File: src/shared/ows_defines.svh
// constants shared by both ends of the output node watchdog link
`ifndef OWS_DEFINES_SVH
`define OWS_DEFINES_SVH

`define OWS_ADDR_W 7
`define OWS_DIGIT_W 4
`define OWS_DATA_W 16
`define OWS_CHAN_W 3
`define OWS_AO_CHANS 6
`define OWS_RELAYS 8
`define OWS_CLK_HZ 10000000
`define OWS_WD_TIMEOUT_MS 1200
`define OWS_WD_CYCLES (`OWS_WD_TIMEOUT_MS * (`OWS_CLK_HZ / 1000))
`define OWS_WD_W 24
`define OWS_BLINK_W 22
`define OWS_RESP_WIN 3'h4
`define OWS_CNT_W 3
`define OWS_READBACK_TOL 16'h0100
`define OWS_DEC_TENS 7'h0a

`endif

File: src/shared/ows_pkg.sv
// types shared by both ends of the output node watchdog link
`include "ows_defines.svh"

package ows_pkg;

  typedef enum logic [1:0] {
    OWS_OP_WRITE = 2'b00,
    OWS_OP_CLASH = 2'b01,
    OWS_OP_RESET = 2'b10
  } ows_op_type;

  typedef enum logic {
    OWS_KIND_CURRENT = 1'b0,
    OWS_KIND_RELAY = 1'b1
  } ows_kind_type;

  typedef enum logic [1:0] {
    OWS_C_IDLE = 2'b00,
    OWS_C_SEND = 2'b01,
    OWS_C_WAIT = 2'b10,
    OWS_C_CLASH = 2'b11
  } ows_cstate_type;

  typedef struct packed {
    logic strap_done;
    logic [`OWS_ADDR_W-1:0] addr;
    ows_kind_type kind;
    logic [`OWS_WD_W-1:0] wd_cnt;
    logic expired;
    logic halted;
    logic wrong_type;
    logic [`OWS_RELAYS-1:0] relay;
    logic [`OWS_RELAYS-1:0] aux;
    logic xfer;
    logic [`OWS_CHAN_W-1:0] dac_chan;
    logic [`OWS_DATA_W-1:0] dac_data;
    logic [`OWS_AO_CHANS-1:0][`OWS_DATA_W-1:0] dac_cmd;
    logic rsp_valid;
    logic [`OWS_DATA_W-1:0] rsp_data;
    logic rsp_status;
    logic [`OWS_BLINK_W-1:0] blink;
  } ows_node_type;

  typedef struct packed {
    ows_cstate_type state;
    logic [`OWS_CNT_W-1:0] cnt;
    logic [1:0] hits;
    ows_kind_type rsp_kind;
    logic [`OWS_DATA_W-1:0] rsp_data;
    logic rsp_status;
    logic f_nomsg;
    logic f_addr;
    logic f_type;
    logic rd_valid;
    logic msg_valid;
    ows_op_type op;
    logic [`OWS_ADDR_W-1:0] addr;
    ows_kind_type kind;
    logic [`OWS_CHAN_W-1:0] chan;
    logic [`OWS_DATA_W-1:0] data;
  } ows_ctrl_type;

endpackage : ows_pkg

File: src/shared/ows_link_if.sv
// link between the network controller end and an output node
`timescale 1ns/1ns
`include "ows_defines.svh"

interface ows_link_if;
  import ows_pkg::*;

  logic msg_valid;
  ows_op_type msg_op;
  logic [`OWS_ADDR_W-1:0] msg_addr;
  ows_kind_type msg_kind;
  logic [`OWS_CHAN_W-1:0] msg_chan;
  logic [`OWS_DATA_W-1:0] msg_data;
  logic rsp_valid;
  logic [`OWS_ADDR_W-1:0] rsp_addr;
  ows_kind_type rsp_kind;
  logic [`OWS_DATA_W-1:0] rsp_data;
  logic rsp_status;

  modport node (
    input msg_valid, msg_op, msg_addr, msg_kind, msg_chan, msg_data,
    output rsp_valid, rsp_addr, rsp_kind, rsp_data, rsp_status
  );

  modport ctrl (
    output msg_valid, msg_op, msg_addr, msg_kind, msg_chan, msg_data,
    input rsp_valid, rsp_addr, rsp_kind, rsp_data, rsp_status
  );
endinterface : ows_link_if

File: src/logic/ows_node.sv
// output node end: strap capture, driver update, readback and comms watchdog
`timescale 1ns/1ns
`include "ows_defines.svh"

module ows_node
  import ows_pkg::*;
#(
  parameter int unsigned WD_CYCLES = `OWS_WD_CYCLES
)
(
  // clock, reset, enable
  input wire logic clock_i,
  input wire logic nrst_i,
  input wire logic ce_i,
  // straps, read once after reset
  input wire logic [`OWS_DIGIT_W-1:0] addr_ones_i,
  input wire logic [`OWS_DIGIT_W-1:0] addr_tens_i,
  input wire ows_kind_type kind_i,
  // link
  ows_link_if.node link,
  // current outputs: converter write port and readback
  output logic dac_wr_o,
  output logic [`OWS_CHAN_W-1:0] dac_chan_o,
  output logic [`OWS_DATA_W-1:0] dac_data_o,
  output logic current_en_o,
  input wire logic [`OWS_AO_CHANS-1:0][`OWS_DATA_W-1:0] adc_i,
  // relay outputs and contact readback
  output logic relay_load_o,
  output logic [`OWS_RELAYS-1:0] relay_o,
  output logic [`OWS_RELAYS-1:0] relay_led_o,
  output logic relay_en_o,
  input wire logic [`OWS_RELAYS-1:0] aux_i,
  // status
  output logic fault_led_o
);

  ows_node_type st_r;
  ows_node_type st_nxt;

  function automatic logic [`OWS_ADDR_W-1:0] bcd_addr(
    input logic [`OWS_DIGIT_W-1:0] tens,
    input logic [`OWS_DIGIT_W-1:0] ones
  );
    logic [`OWS_ADDR_W-1:0] t;
    t = {3'h0, tens};
    bcd_addr = 7'((t * `OWS_DEC_TENS) + {3'h0, ones});
  endfunction : bcd_addr

  function automatic logic off_tol(
    input logic [`OWS_DATA_W-1:0] a,
    input logic [`OWS_DATA_W-1:0] b
  );
    logic [`OWS_DATA_W-1:0] d;
    d = (a > b) ? 16'(a - b) : 16'(b - a);
    off_tol = d > `OWS_READBACK_TOL;
  endfunction : off_tol

  logic for_me;
  logic [`OWS_RELAYS-1:0] mismatch;

  assign for_me = st_r.strap_done && link.msg_valid && (link.msg_addr == st_r.addr);
  assign mismatch = st_r.aux ^ st_r.relay;

  always_comb
  begin
    st_nxt = st_r;
    st_nxt.xfer = 1'b0;
    st_nxt.rsp_valid = 1'b0;
    st_nxt.blink = 22'(st_r.blink + 22'h000001);
    st_nxt.aux = aux_i;
    if (!st_r.strap_done)
    begin
      // switches are read once; later changes need an nrst_i reset
      st_nxt.strap_done = 1'b1;
      st_nxt.addr = bcd_addr(addr_tens_i, addr_ones_i);
      st_nxt.kind = kind_i;
    end
    else if (for_me)
    begin
      unique case (link.msg_op)
        OWS_OP_RESET:
        begin
          st_nxt.halted = 1'b0;
          st_nxt.wrong_type = 1'b0;
        end
        OWS_OP_CLASH:
        begin
          st_nxt.halted = 1'b1;
        end
        OWS_OP_WRITE:
        begin
          // a node that is off or in conflict answers nothing
          if (!st_r.expired && !st_r.halted)
          begin
            st_nxt.rsp_valid = 1'b1;
            if (link.msg_kind != st_r.kind)
            begin
              // outputs left as they are; the watchdog will turn them off
              st_nxt.wrong_type = 1'b1;
              st_nxt.rsp_data = '0;
              st_nxt.rsp_status = 1'b1;
            end
            else if (st_r.kind == OWS_KIND_CURRENT)
            begin
              st_nxt.wrong_type = 1'b0;
              if (link.msg_chan < 3'(`OWS_AO_CHANS))
              begin
                st_nxt.xfer = 1'b1;
                st_nxt.dac_chan = link.msg_chan;
                st_nxt.dac_data = link.msg_data;
                st_nxt.dac_cmd[link.msg_chan] = link.msg_data;
                st_nxt.rsp_data = adc_i[link.msg_chan];
                st_nxt.rsp_status = off_tol(adc_i[link.msg_chan],
                                            st_r.dac_cmd[link.msg_chan]);
              end
              else
              begin
                st_nxt.rsp_data = '0;
                st_nxt.rsp_status = 1'b1;
              end
            end
            else
            begin
              st_nxt.wrong_type = 1'b0;
              st_nxt.xfer = 1'b1;
              st_nxt.relay = link.msg_data[`OWS_RELAYS-1:0];
              st_nxt.rsp_data = {mismatch, st_r.aux};
              st_nxt.rsp_status = |mismatch;
            end
          end
        end
        default:
        begin
          st_nxt.halted = st_r.halted;
        end
      endcase
    end
    // watchdog: restart on every converter or shift register transfer
    if (st_nxt.xfer)
    begin
      st_nxt.wd_cnt = '0;
    end
    else if (!st_r.expired)
    begin
      st_nxt.wd_cnt = 24'(st_r.wd_cnt + 24'h000001);
    end
    if (st_r.strap_done && ({8'h00, st_r.wd_cnt} > WD_CYCLES))
    begin
      // only nrst_i clears this; the node reset message does not
      st_nxt.expired = 1'b1;
    end
    if (st_r.expired)
    begin
      st_nxt.relay = '0;
      st_nxt.xfer = 1'b0;
      st_nxt.rsp_valid = 1'b0;
    end
  end

  always_ff @(posedge clock_i or negedge nrst_i)
  begin
    if (!nrst_i)
    begin
      st_r <= '0;
    end
    else if (ce_i)
    begin
      st_r <= st_nxt;
    end
  end

  assign link.rsp_valid = st_r.rsp_valid;
  assign link.rsp_addr = st_r.addr;
  assign link.rsp_kind = st_r.kind;
  assign link.rsp_data = st_r.rsp_data;
  assign link.rsp_status = st_r.rsp_status;

  assign dac_wr_o = st_r.xfer && (st_r.kind == OWS_KIND_CURRENT);
  assign dac_chan_o = st_r.dac_chan;
  assign dac_data_o = st_r.dac_data;
  assign current_en_o = st_r.strap_done && (st_r.kind == OWS_KIND_CURRENT)
                        && !st_r.expired && !st_r.halted;
  assign relay_load_o = st_r.xfer && (st_r.kind == OWS_KIND_RELAY);
  assign relay_en_o = st_r.strap_done && (st_r.kind == OWS_KIND_RELAY)
                      && !st_r.expired && !st_r.halted;
  assign relay_o = relay_en_o ? st_r.relay : '0;
  assign relay_led_o = relay_o;
  // steady when timed out, blinking on conflict or wrong-type data
  assign fault_led_o = st_r.expired
                       || ((st_r.halted || st_r.wrong_type)
                           && st_r.blink[`OWS_BLINK_W-1]);

endmodule : ows_node

File: src/flat_wrapper.sv
// flat-port wrapper written by rule: the top's interface ports become plain ports
module ows_node_flat import ows_pkg::*;
#(
  parameter int unsigned WD_CYCLES = `OWS_WD_CYCLES
)
  (clock_i, nrst_i, ce_i, addr_ones_i, addr_tens_i, kind_i, dac_wr_o, dac_chan_o, dac_data_o, current_en_o, adc_i, relay_load_o, relay_o, relay_led_o, relay_en_o, aux_i, fault_led_o, link_msg_valid, link_msg_op, link_msg_addr, link_msg_kind, link_msg_chan, link_msg_data, link_rsp_valid, link_rsp_addr, link_rsp_kind, link_rsp_data, link_rsp_status);
  ows_link_if link_i ();
  input wire logic clock_i;
  input wire logic nrst_i;
  input wire logic ce_i;
  input wire logic [`OWS_DIGIT_W-1:0] addr_ones_i;
  input wire logic [`OWS_DIGIT_W-1:0] addr_tens_i;
  input wire ows_kind_type kind_i;
  output logic dac_wr_o;
  output logic [`OWS_CHAN_W-1:0] dac_chan_o;
  output logic [`OWS_DATA_W-1:0] dac_data_o;
  output logic current_en_o;
  input wire logic [`OWS_AO_CHANS-1:0][`OWS_DATA_W-1:0] adc_i;
  output logic relay_load_o;
  output logic [`OWS_RELAYS-1:0] relay_o;
  output logic [`OWS_RELAYS-1:0] relay_led_o;
  output logic relay_en_o;
  input wire logic [`OWS_RELAYS-1:0] aux_i;
  output logic fault_led_o;
  input wire logic [$bits(link_i.msg_valid)-1:0] link_msg_valid;
  input wire logic [$bits(link_i.msg_op)-1:0] link_msg_op;
  input wire logic [$bits(link_i.msg_addr)-1:0] link_msg_addr;
  input wire logic [$bits(link_i.msg_kind)-1:0] link_msg_kind;
  input wire logic [$bits(link_i.msg_chan)-1:0] link_msg_chan;
  input wire logic [$bits(link_i.msg_data)-1:0] link_msg_data;
  output wire logic [$bits(link_i.rsp_valid)-1:0] link_rsp_valid;
  output wire logic [$bits(link_i.rsp_addr)-1:0] link_rsp_addr;
  output wire logic [$bits(link_i.rsp_kind)-1:0] link_rsp_kind;
  output wire logic [$bits(link_i.rsp_data)-1:0] link_rsp_data;
  output wire logic [$bits(link_i.rsp_status)-1:0] link_rsp_status;
  assign link_i.msg_valid = link_msg_valid;
  assign link_i.msg_op = link_msg_op;
  assign link_i.msg_addr = link_msg_addr;
  assign link_i.msg_kind = link_msg_kind;
  assign link_i.msg_chan = link_msg_chan;
  assign link_i.msg_data = link_msg_data;
  assign link_rsp_valid = link_i.rsp_valid;
  assign link_rsp_addr = link_i.rsp_addr;
  assign link_rsp_kind = link_i.rsp_kind;
  assign link_rsp_data = link_i.rsp_data;
  assign link_rsp_status = link_i.rsp_status;
  ows_node #(.WD_CYCLES(WD_CYCLES)) u_core (.clock_i(clock_i), .nrst_i(nrst_i), .ce_i(ce_i), .addr_ones_i(addr_ones_i), .addr_tens_i(addr_tens_i), .kind_i(kind_i), .link(link_i), .dac_wr_o(dac_wr_o), .dac_chan_o(dac_chan_o), .dac_data_o(dac_data_o), .current_en_o(current_en_o), .adc_i(adc_i), .relay_load_o(relay_load_o), .relay_o(relay_o), .relay_led_o(relay_led_o), .relay_en_o(relay_en_o), .aux_i(aux_i), .fault_led_o(fault_led_o));
endmodule
File: config.mk
export PLATFORM = sky130hd
export DESIGN_NAME = ows_node_flat
export DESIGN_NICKNAME = d
export VERILOG_FILES = /design/src/shared/ows_pkg.sv /design/src/shared/ows_link_if.sv /design/src/logic/ows_node.sv /design/src/flat_wrapper.sv
export VERILOG_INCLUDE_DIRS = /design/src /design/src/shared
export SDC_FILE = /design/constraint.sdc
export NUM_CORES = 1
export LEC_CHECK = 0
export BUFFER_PORTS_ARGS = -buffer_cell sky130_fd_sc_hd__buf_2
export CORE_UTILIZATION = 57
export CTS_BUF_LIST = sky130_fd_sc_hd__clkbuf_16
export CTS_CLUSTER_SIZE = 14
export DETAILED_ROUTE_END_ITERATION = 12
export GPL_ROUTABILITY_DRIVEN = 0
export HOLD_SLACK_MARGIN = 0.06
export MAX_ROUTING_LAYER = met4
export PLACE_DENSITY_LB_ADDON = 0.08
export REMOVE_ABC_BUFFERS = 1
export SLEW_MARGIN = 0
export SYNTH_ARGS = -nofsm -noshare
export SYNTH_HDL_FRONTEND = slang
export SYNTH_SLANG_ARGS = --single-unit
File: constraint.sdc
create_clock -name clock_i -period 4.3 [get_ports clock_i]
set_clock_uncertainty 0.05 [all_clocks]
set_input_delay 0.215 -clock clock_i [delete_from_list [all_inputs] [get_ports clock_i]]
set_output_delay 0.215 -clock clock_i [all_outputs]
set_load 0.05 [all_outputs]
==> results.json <==
{
  "outcome": "finished clean",
  "core_mm2": 0.0213,
  "tightest_slew_ns": 0.754,
  "layout-drive-gt1-share": 0.280,
  "synth_area_mm2": 0.0125,
  "rsz0062_at_grt": "false",
  "clkSlewWorstSetupHoldPaths_ns": 0.06,
  "min_from": "addr_tens_i[3]",
  "ys_seq_area_frac": 0.416,
  "crit_fanout": 9,
  "ir_drop_v": 0.000289,
  "synth_area_leaders": "dfrtp_1 42%, mux2_2 8.6%, mux2i_1 6.0%",
  "stdcell_count": 1749,
  "cts_tree": "done",
  "grt_overflow_total": 0,
  "crit_path_start_kind": "register",
  "cts_root_buffer": "clkbuf_16",
  "cts_buffer_depth": 3,
  "ys_types": 67,
  "grt.total_usage": 0.290,
  "syn_inst": 1258,
  "drcViolationCount": 0,
  "async_flop_share": 1.00,
  "grt_pass1_vias": 9461,
  "crit_arrival_ns": 4.36,
  "synth_top_flop_cell": "dfrtp_1",
  "avgViaCountPerCell": 5.61,
  "cts_sinks": 208,
  "cts_setup_buffers": 0,
  "placed_area_mm2": 0.0136,
  "final_max_slew_viol_count": 0,
  "cts-buffers-inserted": 23,
  "cpMaxStageDelayCell": "o41ai_1",
  "ff2ff_path_depth": 16,
  "cap_violations": 0,
  "final-hold-violation-count": 0,
  "critical_path.endpoint_type": "register",
  "grt_pass1_wl_mm": 49.6,
  "nNetsFinal": 1650,
  "insertedDiodeCount": 0,
  "synth-seq-cells": 208,
  "power_density_mw_per_mm2": 344,
  "hpwlAfterDp_mm": 22.9,
  "worstHoldPathCells": 4,
  "synth.top_cell.area_share": 0.416,
  "syn_area_per_cell_um2": 9.94,
  "rows": 53,
  "max_slew_margin": 0.497,
  "finalCritPeriodShare": 0.936,
  "antenna_found_initial": 0,
  "max_freq_ghz": 0.248,
  "ys_warn_count": 0,
  "dieArea_mm2": 0.0225,
  "period_minus_slack_ns": 4.03,
  "ant_nets": 0,
  "hold_end": "u_core.link.rsp_addr[6]$_DFFE_PN0P_",
  "io_buffers": 211,
  "leakage_nw": 7.50,
  "num_vias": 9816,
  "start_util": 0.588,
  "wl_per_cell_um": 18.0,
  "cts_resized": 0,
  "finalSetupViolCount": 0,
  "io_pins": 212,
  "crit_path_cell_trace": "mux2i_1, o21ai_0, o21ai_0, inv_1, ha_1, fa_1, nand3b_1, a211oi_2, o21ai_1, a21oi_4, buf_4, mux2i_1, xnor2_1, nand4_1, o41ai_1, a31oi_1",
  "area_growth_pct": 16.8,
  "cpPeakStageDelay_ns": 0.44,
  "drtPass1Iterations": 5,
  "die_x_um": 150,
  "critical_path_class": "reg2reg",
  "r2r_slack_ns": 0.27,
  "h-tree-depth": 1,
  "required_ns": 4.64,
  "grt_max_degree": 85,
  "final_area_mm2": 0.0146,
  "die_h_um": 150,
  "worstSkewPairLatency_ns": 0.52,
  "netlist_top_cells_count": "208 x dfrtp_1, 168 x nand2_1, 96 x mux2_2",
  "hold_path_class": "in2reg",
  "yosys.area.top_type": "dfrtp_1",
  "drtIter0Drc": 581,
  "yosysMostFrequentCell": "dfrtp_1",
  "dpl.cell_count": 1676,
  "rr_endpoint": "u_core.link.rsp_status$_DFFE_PN0P_",
  "wirelength_mm": 31.5,
  "synth-edff-count": 0
}
[worst max-delay path by stage]
stage                                          to  depth (start not counted)
6_report       u_core.link.rsp_status$_DFFE_PN0P_                         16
5_1_grt        u_core.link.rsp_status$_DFFE_PN0P_                         16
4_1_cts        u_core.link.rsp_status$_DFFE_PN0P_                         16
3_5_place_dp   u_core.link.rsp_status$_DFFE_PN0P_                         16
3_3_place_gp   u_core.link.rsp_status$_DFFE_PN0P_                         16
2_1_floorplan  u_core.link.rsp_status$_DFFE_PN0P_                         14
[critical path, delay by kind of cell, from the launching register on]
kind	cells	cell delay, ns
xor+xnor	1	0.14
fa+ha+maj	2	0.64
buf+inv	2	0.31
simple gates	2	0.32
compound gates	7	1.66
mux	2	0.38
flops	1	0.38
[cells by family (layout without fill, tap and decap cells)]
family / after synthesis / after routing / share of synthesized area
adders and majority gates: 47 / 47 / 0.0494
DFF: 208 / 208 / 0.416
AOI/OAI and AO/OA: 225 / 225 / 0.117
and+or+nand+nor: 353 / 353 / 0.133
buffers and inverters: 163 / 379 / 0.0712
xor gates and xnor gates: 74 / 74 / 0.0518
muxes: 188 / 188 / 0.162
[cell usage in the layout, fill, tap and decap left out, types with 23 or more instances in the layout]
cell type / count
xor2_1: 29
nand2_1: 168
a21oi_1: 41
clkbuf_16: 23
o21ai_0: 80
nand3_1: 24
buf_2: 209
xnor2_1: 45
o211ai_1: 25
dfrtp_1: 208
dlygate4sd3_1: 31
mux2_2: 96
nor2_1: 70
ha_1: 43
mux2i_1: 75
inv_1: 51
buf_4: 47
[repair_timing]
item                       4_1_cts  5_1_grt
hold endpoints to repair       214        0
setup endpoints to repair        0        0
hold buffers                    31        0
[per-layer routing]
metal,GRT usage,share of wire
met5,-,0
met4,0.0652,0.018
met3,0.0345,0.050
met2,0.463,0.47
met1,0.400,0.46
[where the power goes]
part	switching, W	internal, W	leakage [nW]	total, W
Clock	0.000800	0.00104	0.357	0.00184
Sequential	0.0000962	0.00204	2.85	0.00214
Combinational	0.000608	0.000448	4.29	0.00106
Total	0.00150	0.00353	7.50	0.00503
[per-stage QoR]
stage	power [W]	setup TNS [ns]	worst slack (ns)	hold WS, ns	util
after global routing	0.00525	0	0.00116	0.130	0.687
after global placement	0.00318	0	0.176	0.243	0.639
after CTS	0.00507	0	0.349	0.0755	0.687
after floorplan	0.00279	-1.62	-1.62	-0.131	-
after detailed placement	0.00319	0	0.133	0.249	0.639
final	0.00503	0	0.275	0.0811	0.687
[final cells by class]
cell class	instances	area, um2
fill	1691	6670
multi-input combinational	887	6420
sequential	208	5200
timing repair buffer	290	1760
clock buffer	23	576
tap	275	344
inverter	47	176
clock inverter	19	126
Power figures use the tool's default switching activity.
